==> src/core/conv_ctrl_regs.svh <==
// register offsets, field positions, reset values and timing counts
`ifndef CONV_CTRL_REGS_SVH
`define CONV_CTRL_REGS_SVH

`define OFF_REF_SEL      4'h0
`define OFF_IN_SEL       4'h1
`define OFF_COMMAND      4'h2
`define OFF_FLAGS        4'h3
`define OFF_IRQ_MASK     4'h4
`define OFF_RESULT_LO    4'h5
`define OFF_RESULT_HI    4'h6
`define OFF_DAC_CTRL     4'h7
`define OFF_DAC_DATA     4'h8
`define OFF_CMP_CTRL     4'h9
`define OFF_STATUS       4'ha

`define REF_ADC_LSB      4
`define REF_ADC_MSB      6
`define REF_DAC_LSB      0
`define REF_DAC_MSB      2
`define REF_RW_MASK      8'h77
`define REF_RESET        8'h00
`define REF_CODE_MAX     3'h4

`define IN_SEL_MASK      8'h1f
`define IN_SEL_RESET     8'h00
`define IN_SEL_EXTERNAL_INPUT_ELEVEN     5'h0b
`define IN_SEL_DAC       5'h1c
`define IN_SEL_INTERNAL_REFERENCE_INPUT    5'h1d
`define IN_SEL_TEMP      5'h1e
`define IN_SEL_GND       5'h1f

`define CMD_START_BIT    0
`define FLAG_RESULT_READY_FLAG_BIT  0
`define FLAG_DACUPD_BIT  1
`define FLAG_CMPCHG_BIT  2
`define DAC_ENABLE_BIT   0
`define CMP_NEG_DAC_BIT  0

`define CONV_TIME_NS     1000
`define CLK_PERIOD_NS    50

`endif

==> src/core/conv_ctrl_pkg.sv <==
// types shared by the converter control block
package conv_ctrl_pkg;

  typedef enum logic [2:0] {
    ADC_IDLE = 3'b001,
    ADC_BUSY = 3'b010,
    ADC_DONE = 3'b100
  } adc_state_t;

  typedef struct packed {
    logic [2:0] adc_ref;
    logic [2:0] dac_ref;
  } ref_sel_t;

  typedef struct packed {
    logic [4:0] source;
    logic       start;
  } adc_req_t;

  typedef struct packed {
    logic [9:0] value;
    logic       valid;
  } adc_res_t;

endpackage

==> src/core/adc_sequencer.sv <==
// adc conversion sequencer: latches source, times conversion, captures result
`timescale 1ns/10ps
`include "conv_ctrl_regs.svh"
module adc_sequencer
  import conv_ctrl_pkg::*;
#(
  parameter int CONV_CYCLES = 20,
  parameter int RES_W       = 10
) (
  // clock, reset, enable
  input  wire logic             sys_clk_i,
  input  wire logic             rst_n_i,
  input  wire logic             clk_en_i,
  // request and analog sample
  input  wire adc_req_t         req_i,
  input  wire logic [RES_W-1:0] sample_i,
  // outputs
  output logic                  busy_o,
  output logic [4:0]            source_o,
  output adc_res_t              res_o
);

  if (CONV_CYCLES < 1 || CONV_CYCLES > 65535 || RES_W != 10) begin : g_bad_param
    $error("adc_sequencer: bad parameter");
  end

  localparam logic [15:0] LAST = 16'(CONV_CYCLES - 1);

  adc_state_t  state_r;
  logic [15:0] cnt_r;

  always_ff @(posedge sys_clk_i) begin
    if (!rst_n_i) begin
      state_r <= ADC_IDLE;
      cnt_r   <= 16'h0000;
    end else if (clk_en_i) begin
      case (state_r)
        ADC_IDLE: if (req_i.start) begin
          state_r <= ADC_BUSY;
          cnt_r   <= 16'h0000;
        end
        ADC_BUSY: if (cnt_r == LAST) state_r <= ADC_DONE;
          else cnt_r <= cnt_r + 16'h0001;
        ADC_DONE: state_r <= ADC_IDLE;
        default:  state_r <= ADC_IDLE;
      endcase
    end
  end

  // source held for the whole conversion
  always_ff @(posedge sys_clk_i) begin
    if (!rst_n_i) source_o <= 5'h00;
    else if (clk_en_i && state_r != ADC_BUSY) source_o <= req_i.source;
  end

  // result stored in the same edge the valid pulse rises
  always_ff @(posedge sys_clk_i) begin
    if (!rst_n_i) res_o <= '0;
    else if (clk_en_i) begin
      res_o.valid <= (state_r == ADC_BUSY) && (cnt_r == LAST);
      if ((state_r == ADC_BUSY) && (cnt_r == LAST)) res_o.value <= sample_i;
    end
  end

  assign busy_o = (state_r != ADC_IDLE);
endmodule

==> src/core/dac_comparator.sv <==
// dac level holder and comparator output logic
`timescale 1ns/10ps
module dac_comparator (
  // clock, reset, enable
  input  wire logic       sys_clk_i,
  input  wire logic       rst_n_i,
  input  wire logic       clk_en_i,
  // control
  input  wire logic       dac_en_i,
  input  wire logic       data_wr_i,
  input  wire logic [7:0] data_i,
  input  wire logic       neg_dac_i,
  input  wire logic [7:0] neg_pin_level_i,
  input  wire logic [7:0] pos_level_i,
  // outputs
  output logic [7:0]      level_o,
  output logic            update_o,
  output logic            cmp_o
);

  logic [7:0] neg_level;

  // conversion on each data write while enabled, held until the next
  always_ff @(posedge sys_clk_i) begin
    if (!rst_n_i) begin
      level_o  <= 8'h00;
      update_o <= 1'b0;
    end else if (clk_en_i) begin
      update_o <= dac_en_i && data_wr_i;
      if (dac_en_i && data_wr_i) level_o <= data_i;
    end
  end

  assign neg_level = neg_dac_i ? level_o : neg_pin_level_i;

  always_ff @(posedge sys_clk_i) begin
    if (!rst_n_i) cmp_o <= 1'b0;
    else if (clk_en_i) cmp_o <= (pos_level_i > neg_level);
  end
endmodule

==> src/core/converter_ref_and_input_control.sv <==
// register file and top level of the converter reference and input control
//
// The plain strobed port and the register addresses were left to the implementer.
`timescale 1ns/10ps
`include "conv_ctrl_regs.svh"
module converter_ref_and_input_control
  import conv_ctrl_pkg::*;
#(
  parameter int RES_W = 10
) (
  // clock, reset, enable
  input  wire logic             sys_clk_i,
  input  wire logic             rst_n_i,
  input  wire logic             clk_en_i,
  // register port
  input  wire logic [3:0]       addr_i,
  input  wire logic [7:0]       wdata_i,
  input  wire logic             wr_i,
  input  wire logic             rd_i,
  output logic [7:0]            rdata_o,
  // analog side (asynchronous digitised levels)
  input  wire logic [RES_W-1:0] adc_sample_i,
  input  wire logic [7:0]       cmp_pos_level_i,
  input  wire logic [7:0]       cmp_neg_pin_level_i,
  // outputs to analog cores
  output logic [2:0]            adc_ref_sel_o,
  output logic [2:0]            dac_ref_sel_o,
  output logic [4:0]            adc_source_o,
  output logic                  adc_busy_o,
  output logic [7:0]            dac_level_o,
  output logic                  cmp_o,
  output logic                  irq_o
);

  localparam int CONV_CYCLES = (`CONV_TIME_NS + `CLK_PERIOD_NS - 1) / `CLK_PERIOD_NS;

  if (RES_W != 10) begin : g_bad_res_w
    $error("converter_ref_and_input_control: RES_W must be 10");
  end

  ref_sel_t         ref_r;
  logic [4:0]       in_sel_r;
  logic [2:0]       flags_r;
  logic [2:0]       mask_r;
  logic             dac_en_r;
  logic             neg_dac_r;
  logic             start_r;
  logic [7:0]       rdata_nxt;
  logic [RES_W-1:0] smp_m_r, smp_r;
  logic [7:0]       pos_m_r, pos_r, neg_m_r, neg_r;
  logic             cmp_prev_r;
  logic             busy;
  logic [4:0]       src;
  logic [7:0]       level;
  logic             dac_upd, cmp_w;
  adc_res_t         res;
  adc_req_t         req;
  logic [2:0]       flag_clr;
  logic [2:0]       flag_set;
  logic [2:0]       flags_nxt;

  function automatic logic wr_at(input logic [3:0] a, input logic [3:0] off,
                                 input logic w);
    wr_at = w && (a == off);
  endfunction

  // set wins over a write-one clear in the same cycle
  function automatic logic [2:0] flags_nxt_f(input logic [2:0] f, input logic [2:0] clr,
                                             input logic [2:0] set);
    flags_nxt_f = (f & ~clr) | set;
  endfunction

  // two-stage synchronisers for analog-side levels
  always_ff @(posedge sys_clk_i) begin
    if (!rst_n_i) begin
      smp_m_r <= '0;
      smp_r   <= '0;
      pos_m_r <= 8'h00;
      pos_r   <= 8'h00;
      neg_m_r <= 8'h00;
      neg_r   <= 8'h00;
    end else if (clk_en_i) begin
      smp_m_r <= adc_sample_i;
      smp_r   <= smp_m_r;
      pos_m_r <= cmp_pos_level_i;
      pos_r   <= pos_m_r;
      neg_m_r <= cmp_neg_pin_level_i;
      neg_r   <= neg_m_r;
    end
  end

  // reference select register
  always_ff @(posedge sys_clk_i) begin
    if (!rst_n_i) ref_r <= '0;
    else if (clk_en_i && wr_at(addr_i, `OFF_REF_SEL, wr_i)) begin
      ref_r.adc_ref <= wdata_i[`REF_ADC_MSB:`REF_ADC_LSB];
      ref_r.dac_ref <= wdata_i[`REF_DAC_MSB:`REF_DAC_LSB];
    end
  end

  // input select register; applied by the sequencer between conversions
  always_ff @(posedge sys_clk_i) begin
    if (!rst_n_i) in_sel_r <= 5'h00;
    else if (clk_en_i && wr_at(addr_i, `OFF_IN_SEL, wr_i)) in_sel_r <= wdata_i[4:0];
  end

  // start strobe from command write
  always_ff @(posedge sys_clk_i) begin
    if (!rst_n_i) start_r <= 1'b0;
    else if (clk_en_i)
      start_r <= wr_at(addr_i, `OFF_COMMAND, wr_i) && wdata_i[`CMD_START_BIT];
  end

  // dac and comparator control
  always_ff @(posedge sys_clk_i) begin
    if (!rst_n_i) begin
      dac_en_r  <= 1'b0;
      neg_dac_r <= 1'b0;
    end else if (clk_en_i) begin
      if (wr_at(addr_i, `OFF_DAC_CTRL, wr_i)) dac_en_r <= wdata_i[`DAC_ENABLE_BIT];
      if (wr_at(addr_i, `OFF_CMP_CTRL, wr_i)) neg_dac_r <= wdata_i[`CMP_NEG_DAC_BIT];
    end
  end

  assign req = '{source: in_sel_r, start: start_r};

  adc_sequencer #(
    .CONV_CYCLES (CONV_CYCLES),
    .RES_W       (RES_W)
  ) u_seq (
    .sys_clk_i (sys_clk_i),
    .rst_n_i   (rst_n_i),
    .clk_en_i  (clk_en_i),
    .req_i     (req),
    .sample_i  (smp_r),
    .busy_o    (busy),
    .source_o  (src),
    .res_o     (res)
  );

  dac_comparator u_dac (
    .sys_clk_i       (sys_clk_i),
    .rst_n_i         (rst_n_i),
    .clk_en_i        (clk_en_i),
    .dac_en_i        (dac_en_r),
    .data_wr_i       (wr_at(addr_i, `OFF_DAC_DATA, wr_i)),
    .data_i          (wdata_i),
    .neg_dac_i       (neg_dac_r),
    .neg_pin_level_i (neg_r),
    .pos_level_i     (pos_r),
    .level_o         (level),
    .update_o        (dac_upd),
    .cmp_o           (cmp_w)
  );

  always_ff @(posedge sys_clk_i) begin
    if (!rst_n_i) cmp_prev_r <= 1'b0;
    else if (clk_en_i) cmp_prev_r <= cmp_w;
  end

  // sticky flags: set wins over write-one clear
  assign flag_clr  = wr_at(addr_i, `OFF_FLAGS, wr_i) ? wdata_i[2:0] : 3'h0;
  assign flag_set  = {cmp_w != cmp_prev_r, dac_upd, res.valid};
  assign flags_nxt = flags_nxt_f(flags_r, flag_clr, flag_set);

  always_ff @(posedge sys_clk_i) begin
    if (!rst_n_i) flags_r <= 3'h0;
    else if (clk_en_i) flags_r <= flags_nxt;
  end

  always_ff @(posedge sys_clk_i) begin
    if (!rst_n_i) mask_r <= 3'h0;
    else if (clk_en_i && wr_at(addr_i, `OFF_IRQ_MASK, wr_i)) mask_r <= wdata_i[2:0];
  end

  // read mux
  always_comb begin
    case (addr_i)
      `OFF_REF_SEL:   rdata_nxt = {1'b0, ref_r.adc_ref, 1'b0, ref_r.dac_ref};
      `OFF_IN_SEL:    rdata_nxt = {3'h0, in_sel_r};
      `OFF_COMMAND:   rdata_nxt = {7'h00, busy};
      `OFF_FLAGS:     rdata_nxt = {5'h00, flags_r};
      `OFF_IRQ_MASK:  rdata_nxt = {5'h00, mask_r};
      `OFF_RESULT_LO: rdata_nxt = res.value[7:0];
      `OFF_RESULT_HI: rdata_nxt = {6'h00, res.value[9:8]};
      `OFF_DAC_CTRL:  rdata_nxt = {7'h00, dac_en_r};
      `OFF_DAC_DATA:  rdata_nxt = level;
      `OFF_CMP_CTRL:  rdata_nxt = {7'h00, neg_dac_r};
      `OFF_STATUS:    rdata_nxt = {6'h00, cmp_w, busy};
      default:        rdata_nxt = 8'h00;
    endcase
  end

  always_ff @(posedge sys_clk_i) begin
    if (!rst_n_i) rdata_o <= 8'h00;
    else if (clk_en_i) rdata_o <= rd_i ? rdata_nxt : 8'h00;
  end

  // registered outputs
  always_ff @(posedge sys_clk_i) begin
    if (!rst_n_i) begin
      adc_ref_sel_o <= 3'h0;
      dac_ref_sel_o <= 3'h0;
      adc_source_o  <= 5'h00;
      adc_busy_o    <= 1'b0;
      dac_level_o   <= 8'h00;
      cmp_o         <= 1'b0;
      irq_o         <= 1'b0;
    end else if (clk_en_i) begin
      adc_ref_sel_o <= ref_r.adc_ref;
      dac_ref_sel_o <= ref_r.dac_ref;
      adc_source_o  <= src;
      adc_busy_o    <= busy;
      dac_level_o   <= level;
      cmp_o         <= cmp_w;
      irq_o         <= |(flags_nxt & mask_r);
    end
  end
endmodule

==> config.mk <==
export PLATFORM = sky130hd
export DESIGN_NAME = converter_ref_and_input_control
export DESIGN_NICKNAME = d
export VERILOG_FILES = /design/src/core/conv_ctrl_pkg.sv /design/src/core/adc_sequencer.sv /design/src/core/dac_comparator.sv /design/src/core/converter_ref_and_input_control.sv
export VERILOG_INCLUDE_DIRS = /design/src /design/src/core
export SDC_FILE = /design/constraint.sdc
export NUM_CORES = 1
export LEC_CHECK = 0
export ABC_AREA = 1
export BUFFER_PORTS_ARGS = -buffer_cell sky130_fd_sc_hd__buf_2
export CORE_MARGIN = 2
export CORE_UTILIZATION = 35
export CTS_CLUSTER_SIZE = 8
export DETAILED_ROUTE_END_ITERATION = 6
export SLEW_MARGIN = 20
export SYNTH_ARGS = -nofsm -noshare
export SYNTH_HDL_FRONTEND = slang
export SYNTH_HIERARCHICAL = 1
export SYNTH_SLANG_ARGS = --single-unit
==> constraint.sdc <==
create_clock -name sys_clk_i -period 4.4 [get_ports sys_clk_i]
set_input_delay 0.44 -clock sys_clk_i [delete_from_list [all_inputs] [get_ports sys_clk_i]]
set_output_delay 0.44 -clock sys_clk_i [all_outputs]
set_load 0.02 [all_outputs]
Yosys cells after proc, flatten, opt, wreduce, memory -nomap -nowiden
Index checks and enable logic that the tools add are counted.

storage, ports and cells
  word-level logic and storage cells = 89
  flip-flop bits (word level) = 147
  input port bits = 43
  output and inout bits = 30

cells by class
  magnitude comparators = 1
  equality and inequality tests = 19
  $add $sub $neg = 1
  multiplexer cells = 10
  bitwise gates (word level) = 4
  reduce and logical (&&, ||, !) cells = 24

operators by type and width
  operator                                                           number
  8-bit case mux with 11 select lines                                1
  16-bit 2-to-1 mux                                                  2
  16-bit case mux with 2 select lines                                1
  16-bit by 1-bit adder with 16-bit output (second input constant)   1
  16-bit by 5-bit == test with 1-bit output (second input constant)  1
  4-bit by 3-bit == test with 1-bit output (second input constant)   4
  8-bit 2-to-1 mux                                                   2
  1-bit logical AND                                                  15
  4-bit == test (second input constant)                              3
  3-bit 2-to-1 mux                                                   3
  4-bit by 2-bit == test with 1-bit output (second input constant)   2
  8-bit greater-than comparator                                      1
  2-bit AND reduction                                                4
  3-bit AND                                                          2
  2-bit != test (second input constant)                              3
  3-bit case mux with 2 select lines                                 1
  4-bit by 1-bit == test with 1-bit output (second input constant)   1
  4-bit zero test                                                    1
  4-bit AND reduction                                                1
  3-bit by 1-bit == test with 1-bit output (second input constant)   1
  3-bit by 2-bit == test with 1-bit output (second input constant)   1
  3-bit by 1-bit != test with 1-bit output (second input constant)   1
  3-bit by 2-bit != test with 1-bit output (second input constant)   1
  3-bit NOT                                                          1
  other kinds (5)                                                    5

Depth between registers and ports, before layout
  word-level depth = 8
  depth in mapped cells = 12
  depth with buffers taken out = 12

Hierarchy
The synthesis kept the hierarchy.

by module, submodules not included
  module                           area each (sq um)  cells each  instances  seq. area each (sq um)
  converter_ref_and_input_control  3,991.3            551         1          2,042.0
  adc_sequencer                    1,868.0            296         1          700.7
  dac_comparator                   640.6              91          1          200.2

Worst setup path before layout
OpenSTA, ideal clock, no wires.

  path kind = register -> register
  from = register neg_dac_r
  to = register u_dac.cmp_o
  path buffers = 1
  period minus slack after synthesis = 1,526 ps
  library setup time = 114 ps
  data required time = 4,286 ps
  arrival time = 1,413 ps
  setup slack = 2,874 ps
  cell stages (with the launch flop) = 10
  cell sequence = dfxtp_1 -> buf_2 -> nand2_1 -> o21ai_0 -> ha_1 -> a21o_2 -> nor2_1 -> nand2_1 -> nand2_1 -> a21oi_2

on the way
  cells in the longest elaborated chain, start to end = 2

RTL lines
  item                           RTL line                                source
  from (decl)                    converter_ref_and_input_control.sv:46   logic neg_dac_r;
  from (signal assigned)         converter_ref_and_input_control.sv:121  if (wr_at(addr_i, `OFF_CMP_CTRL, wr_i)) neg_dac_r <= wdata_i[`CMP_NEG_DAC_BIT];
  8-bit 2-to-1 mux               dac_comparator.sv:34                    assign neg_level = neg_dac_i ? level_o : neg_pin_level_i;
  8-bit greater-than comparator  dac_comparator.sv:38                    else if (clk_en_i) cmp_o <= (pos_level_i > neg_level);
  to (signal assigned)           dac_comparator.sv:38
  to (decl)                      dac_comparator.sv:18                    output logic cmp_o

No other way between the ends.
A chain may end at the register's enable or synchronous reset.

Final worst setup path
  from = register u_seq.state_r[2]
  to = register u_seq/res_o[9] in the netlist's numbering

on the way
  cells in the longest elaborated chain, start to end = 3

RTL lines
  item                                      RTL line             source
  from (decl)                               adc_sequencer.sv:29  adc_state_t state_r;
  from (signal assigned)                    adc_sequencer.sv:34  state_r <= ADC_IDLE;
  from (signal assigned)                    adc_sequencer.sv:39  state_r <= ADC_BUSY;
  from (signal assigned)                    adc_sequencer.sv:42  ADC_BUSY: if (cnt_r == LAST) state_r <= ADC_DONE;
  3-bit by 2-bit == test with 1-bit output  adc_sequencer.sv:61  if ((state_r == ADC_BUSY) && (cnt_r == LAST)) res_o.value <= sample_i;
  1-bit logical AND                         adc_sequencer.sv:61
  2-bit AND reduction (no source line)      -
  to (decl)                                 adc_sequencer.sv:20  output adc_res_t res_o

No other way between the ends.

==> impl_metrics.yaml <==
synth:
  synth-seq-cells: 147
  postSynthNetCount: 990
  synth.yosys.seq_area_share_pct: 45.27
  netlist_area_sq_um: 6500
  synthCells: 938
  avgSynthCellArea_sq_um: 6.930
  ys_warn_count: 6
  ys_types: 37
placed_design:
  place.gp.congestion: 0.8738
  io_buffers: 72
  postPlaceCellArea_sq_um: 6993
  placedCellCount: 1203
  dp_hpwl_microns: 10990
clocking:
  cts_tree: "built"
  cts_resized: 0
  h-tree-depth: 4
  post_cts_buffers: 0
  hold_buffers: 0
  clk_path_buf_depth: 2
  clock_sinks: 147
  clockRootBuffer: "clkbuf_16"
  numCtsBuffers: 17
  clkLatencyLatePin_ns: 0.41
  clk_pin_slew_ns: 0.06
global_routing:
  top_usage_layer: "met2"
  track_usage_pct: 16.66
  antenna_found_initial: 1
  grtUsageMet2_pct: 25.23
  met1_usage_pct: 23.22
  met3_usage_pct: 3.966
  first_global_vias: 5542
  grt_max_degree: 84
  grt_pass1_wl_microns: 26670
  gr-total-overflow: 0
floorplan:
  chipHeight_microns: 140.3
  dieArea_sq_um: 19680
  core_region_area_sq_um: 18090
  num_io_pins: 73
  rows: 49
  die_width_microns: 140.3
  initial_core_util_pct: 35.94
cells_and_area:
  multi_input_area_sq_um: 3084
  fin_util_pct: 41.82
  final_cell_mix: "222 x nor2_1, 183 x nand2_1, 147 x dfxtp_1"
  final_area_sq_um: 7564
  fill_cells: 1888
  drive_above_1_share_pct: 14.51
  areaGrowthSynthToFinish_pct: 16.36
  num-nets-final: 1045
  regArea_sq_um: 2943
  final_common_cell: "nor2_1"
  fin_cells: 1236
timing:
  fin_tns_setup_ns: 0
  period_minus_slack_ns: 2.337
  final_hold_viol_count: 0
  rsz0062_at_grt: "no"
  finalSetupViolCount: 0
  fin_skew_ns: 0.006663
  maxSlewViolCount: 0
  timing.fmax_mhz: 427.8
  relSlewSlack_pct: 44.51
  fin_crit_sh_pct: 53.12
  worst_pin_slew_ns: 0.8299
routing:
  post-route-drc-count: 0
  viasPerCell: 4.741
  first_pass_iters: 4
  vias: 5860
  wl_per_cell_microns: 13.04
  drt_iter0_drc: 357
  routed_wl_microns: 16120
  drtAntennaViolNets: 0
hold_path:
  hold_class: "in2reg"
  min_path_cells: 3
critical_path:
  cp_cell_sequence: "inv_2, nand3_1, inv_2, nand4_1, nor2_1, nor2_1"
  critical_path_buf_inv_count: 2
  critPathRequiredTime_ns: 4.70
  worstPathMaxFanout: 21
  reg2reg_depth: 6
  end_kind: "flop"
  cp.depth: 6
  crit_family: "simple AND/OR/NAND/NOR gates"
  crit_path_start_kind: "flop"
  crit_type: "reg2reg"
  arrival_ns: 2.64
  cp_slowest_cell: "nand4_1"
  critPathMaxStageDelay_ns: 0.69
power_and_ir_drop:
  powerDensity_nw_per_um2: 419.3
  finalPower_mw: 3.172
  max-vdd-ir-drop_uv: 255.5
  p_leak_nw: 3.303
run:
  drv_cap: 0
run_status:
  outcome: "completed"
## cells by family (layout without fill, tap and decap cells)
kind of cell / count (synthesis) / after routing / share of synthesized area [%]
AO/OA/AOI/OAI: 177 / 177 / 14.48
XOR/XNOR: 3 / 3 / 0.4043
adder cells (fa/ha/maj): 9 / 9 / 1.732
buffers and inverters: 117 / 185 / 7.276
flip-flops: 147 / 147 / 45.27
other: 0 / 1 / 0
AND/OR/NAND/NOR: 485 / 485 / 30.84
## worst min-delay path, cell delays in order
cell and delay [ns]:
buf_2 0.07, nor2_1 0.03, nor2_1 0.08
## cell type report
class / instances / share of cell area (%)
clock buffers: 18 / 5.806
repair buffers: 76 / 5.161
well taps: 229 / 3.788
diodes: 1 / 0.03309
flip-flops and latches: 147 / 38.91
inverters: 77 / 3.821
multi-input cells: 674 / 40.78
clock inverters: 14 / 1.704
## power breakdown
group	switching, mW	leakage (nW)	internal, mW
logic	0.255	1.84	0.115
clock network	0.574	0.261	0.796
registers	0.0377	1.20	1.39
## synth_stat cells (all sizes together)
master / instances / area (sq um)
a211oi: 1 / 7.510
nand2: 187 / 716.9
nor2: 236 / 949.7
a22o: 1 / 10.01
buf: 13 / 82.57
o21bai: 2 / 15.01
o211ai: 3 / 22.52
o22ai: 2 / 12.51
a21oi: 54 / 292.8
nand4: 2 / 12.51
dfxtp: 147 / 2943
clkbuf: 27 / 101.4
o21ai: 112 / 564.3
inv: 75 / 281.5
nand3: 57 / 307.8
clkinv: 2 / 7.510
a21boi: 1 / 7.510
nor3b: 1 / 7.510
xor2: 1 / 8.760
ha: 9 / 112.6
nor3: 2 / 10.01
a21o: 1 / 8.760
xnor2: 2 / 17.52
## per-stage QoR
stage | hold slack (ns) | setup slack [ns]
floorplan | 0.4416 | 2.874
global route | 0.2376 | 1.812
global placement | 0.4537 | 2.161
detailed placement | 0.4583 | 2.085
finish | 0.2440 | 2.063
CTS | 0.2239 | 2.028
## state kept, by name (all words and copies together) (netlist names), 6 cells and up
| register | flops |
|---|---|
| neg_r | 8 |
| neg_m_r | 8 |
| u_seq/cnt_r | 16 |
| rdata_o | 8 |
| u_dac/level_o | 8 |
| ref_r | 6 |
| pos_m_r | 8 |
| u_seq/res_o | 11 |
| dac_level_o | 8 |
| smp_m_r | 10 |
| smp_r | 10 |
| pos_r | 8 |
## per-layer routing
metal	up-vias	wire, microns
li1	3109	-
met1	2653	8070
met2	87	7244
met3	11	620
met4	0	179
met5	-	0
## final timing paths
kind,from,to,slack (ns)
hold reg to reg,rdata_o[0],rdata_o[0],0.46
setup reg to reg,u_seq/state_r[2],u_seq/res_o[9],2.06
setup / recovery,u_seq/state_r[2],u_seq/res_o[9],2.06
hold / removal,cmp_pos_level_i[4],pos_m_r[4],0.24
(Power assumes the default switching activity.)
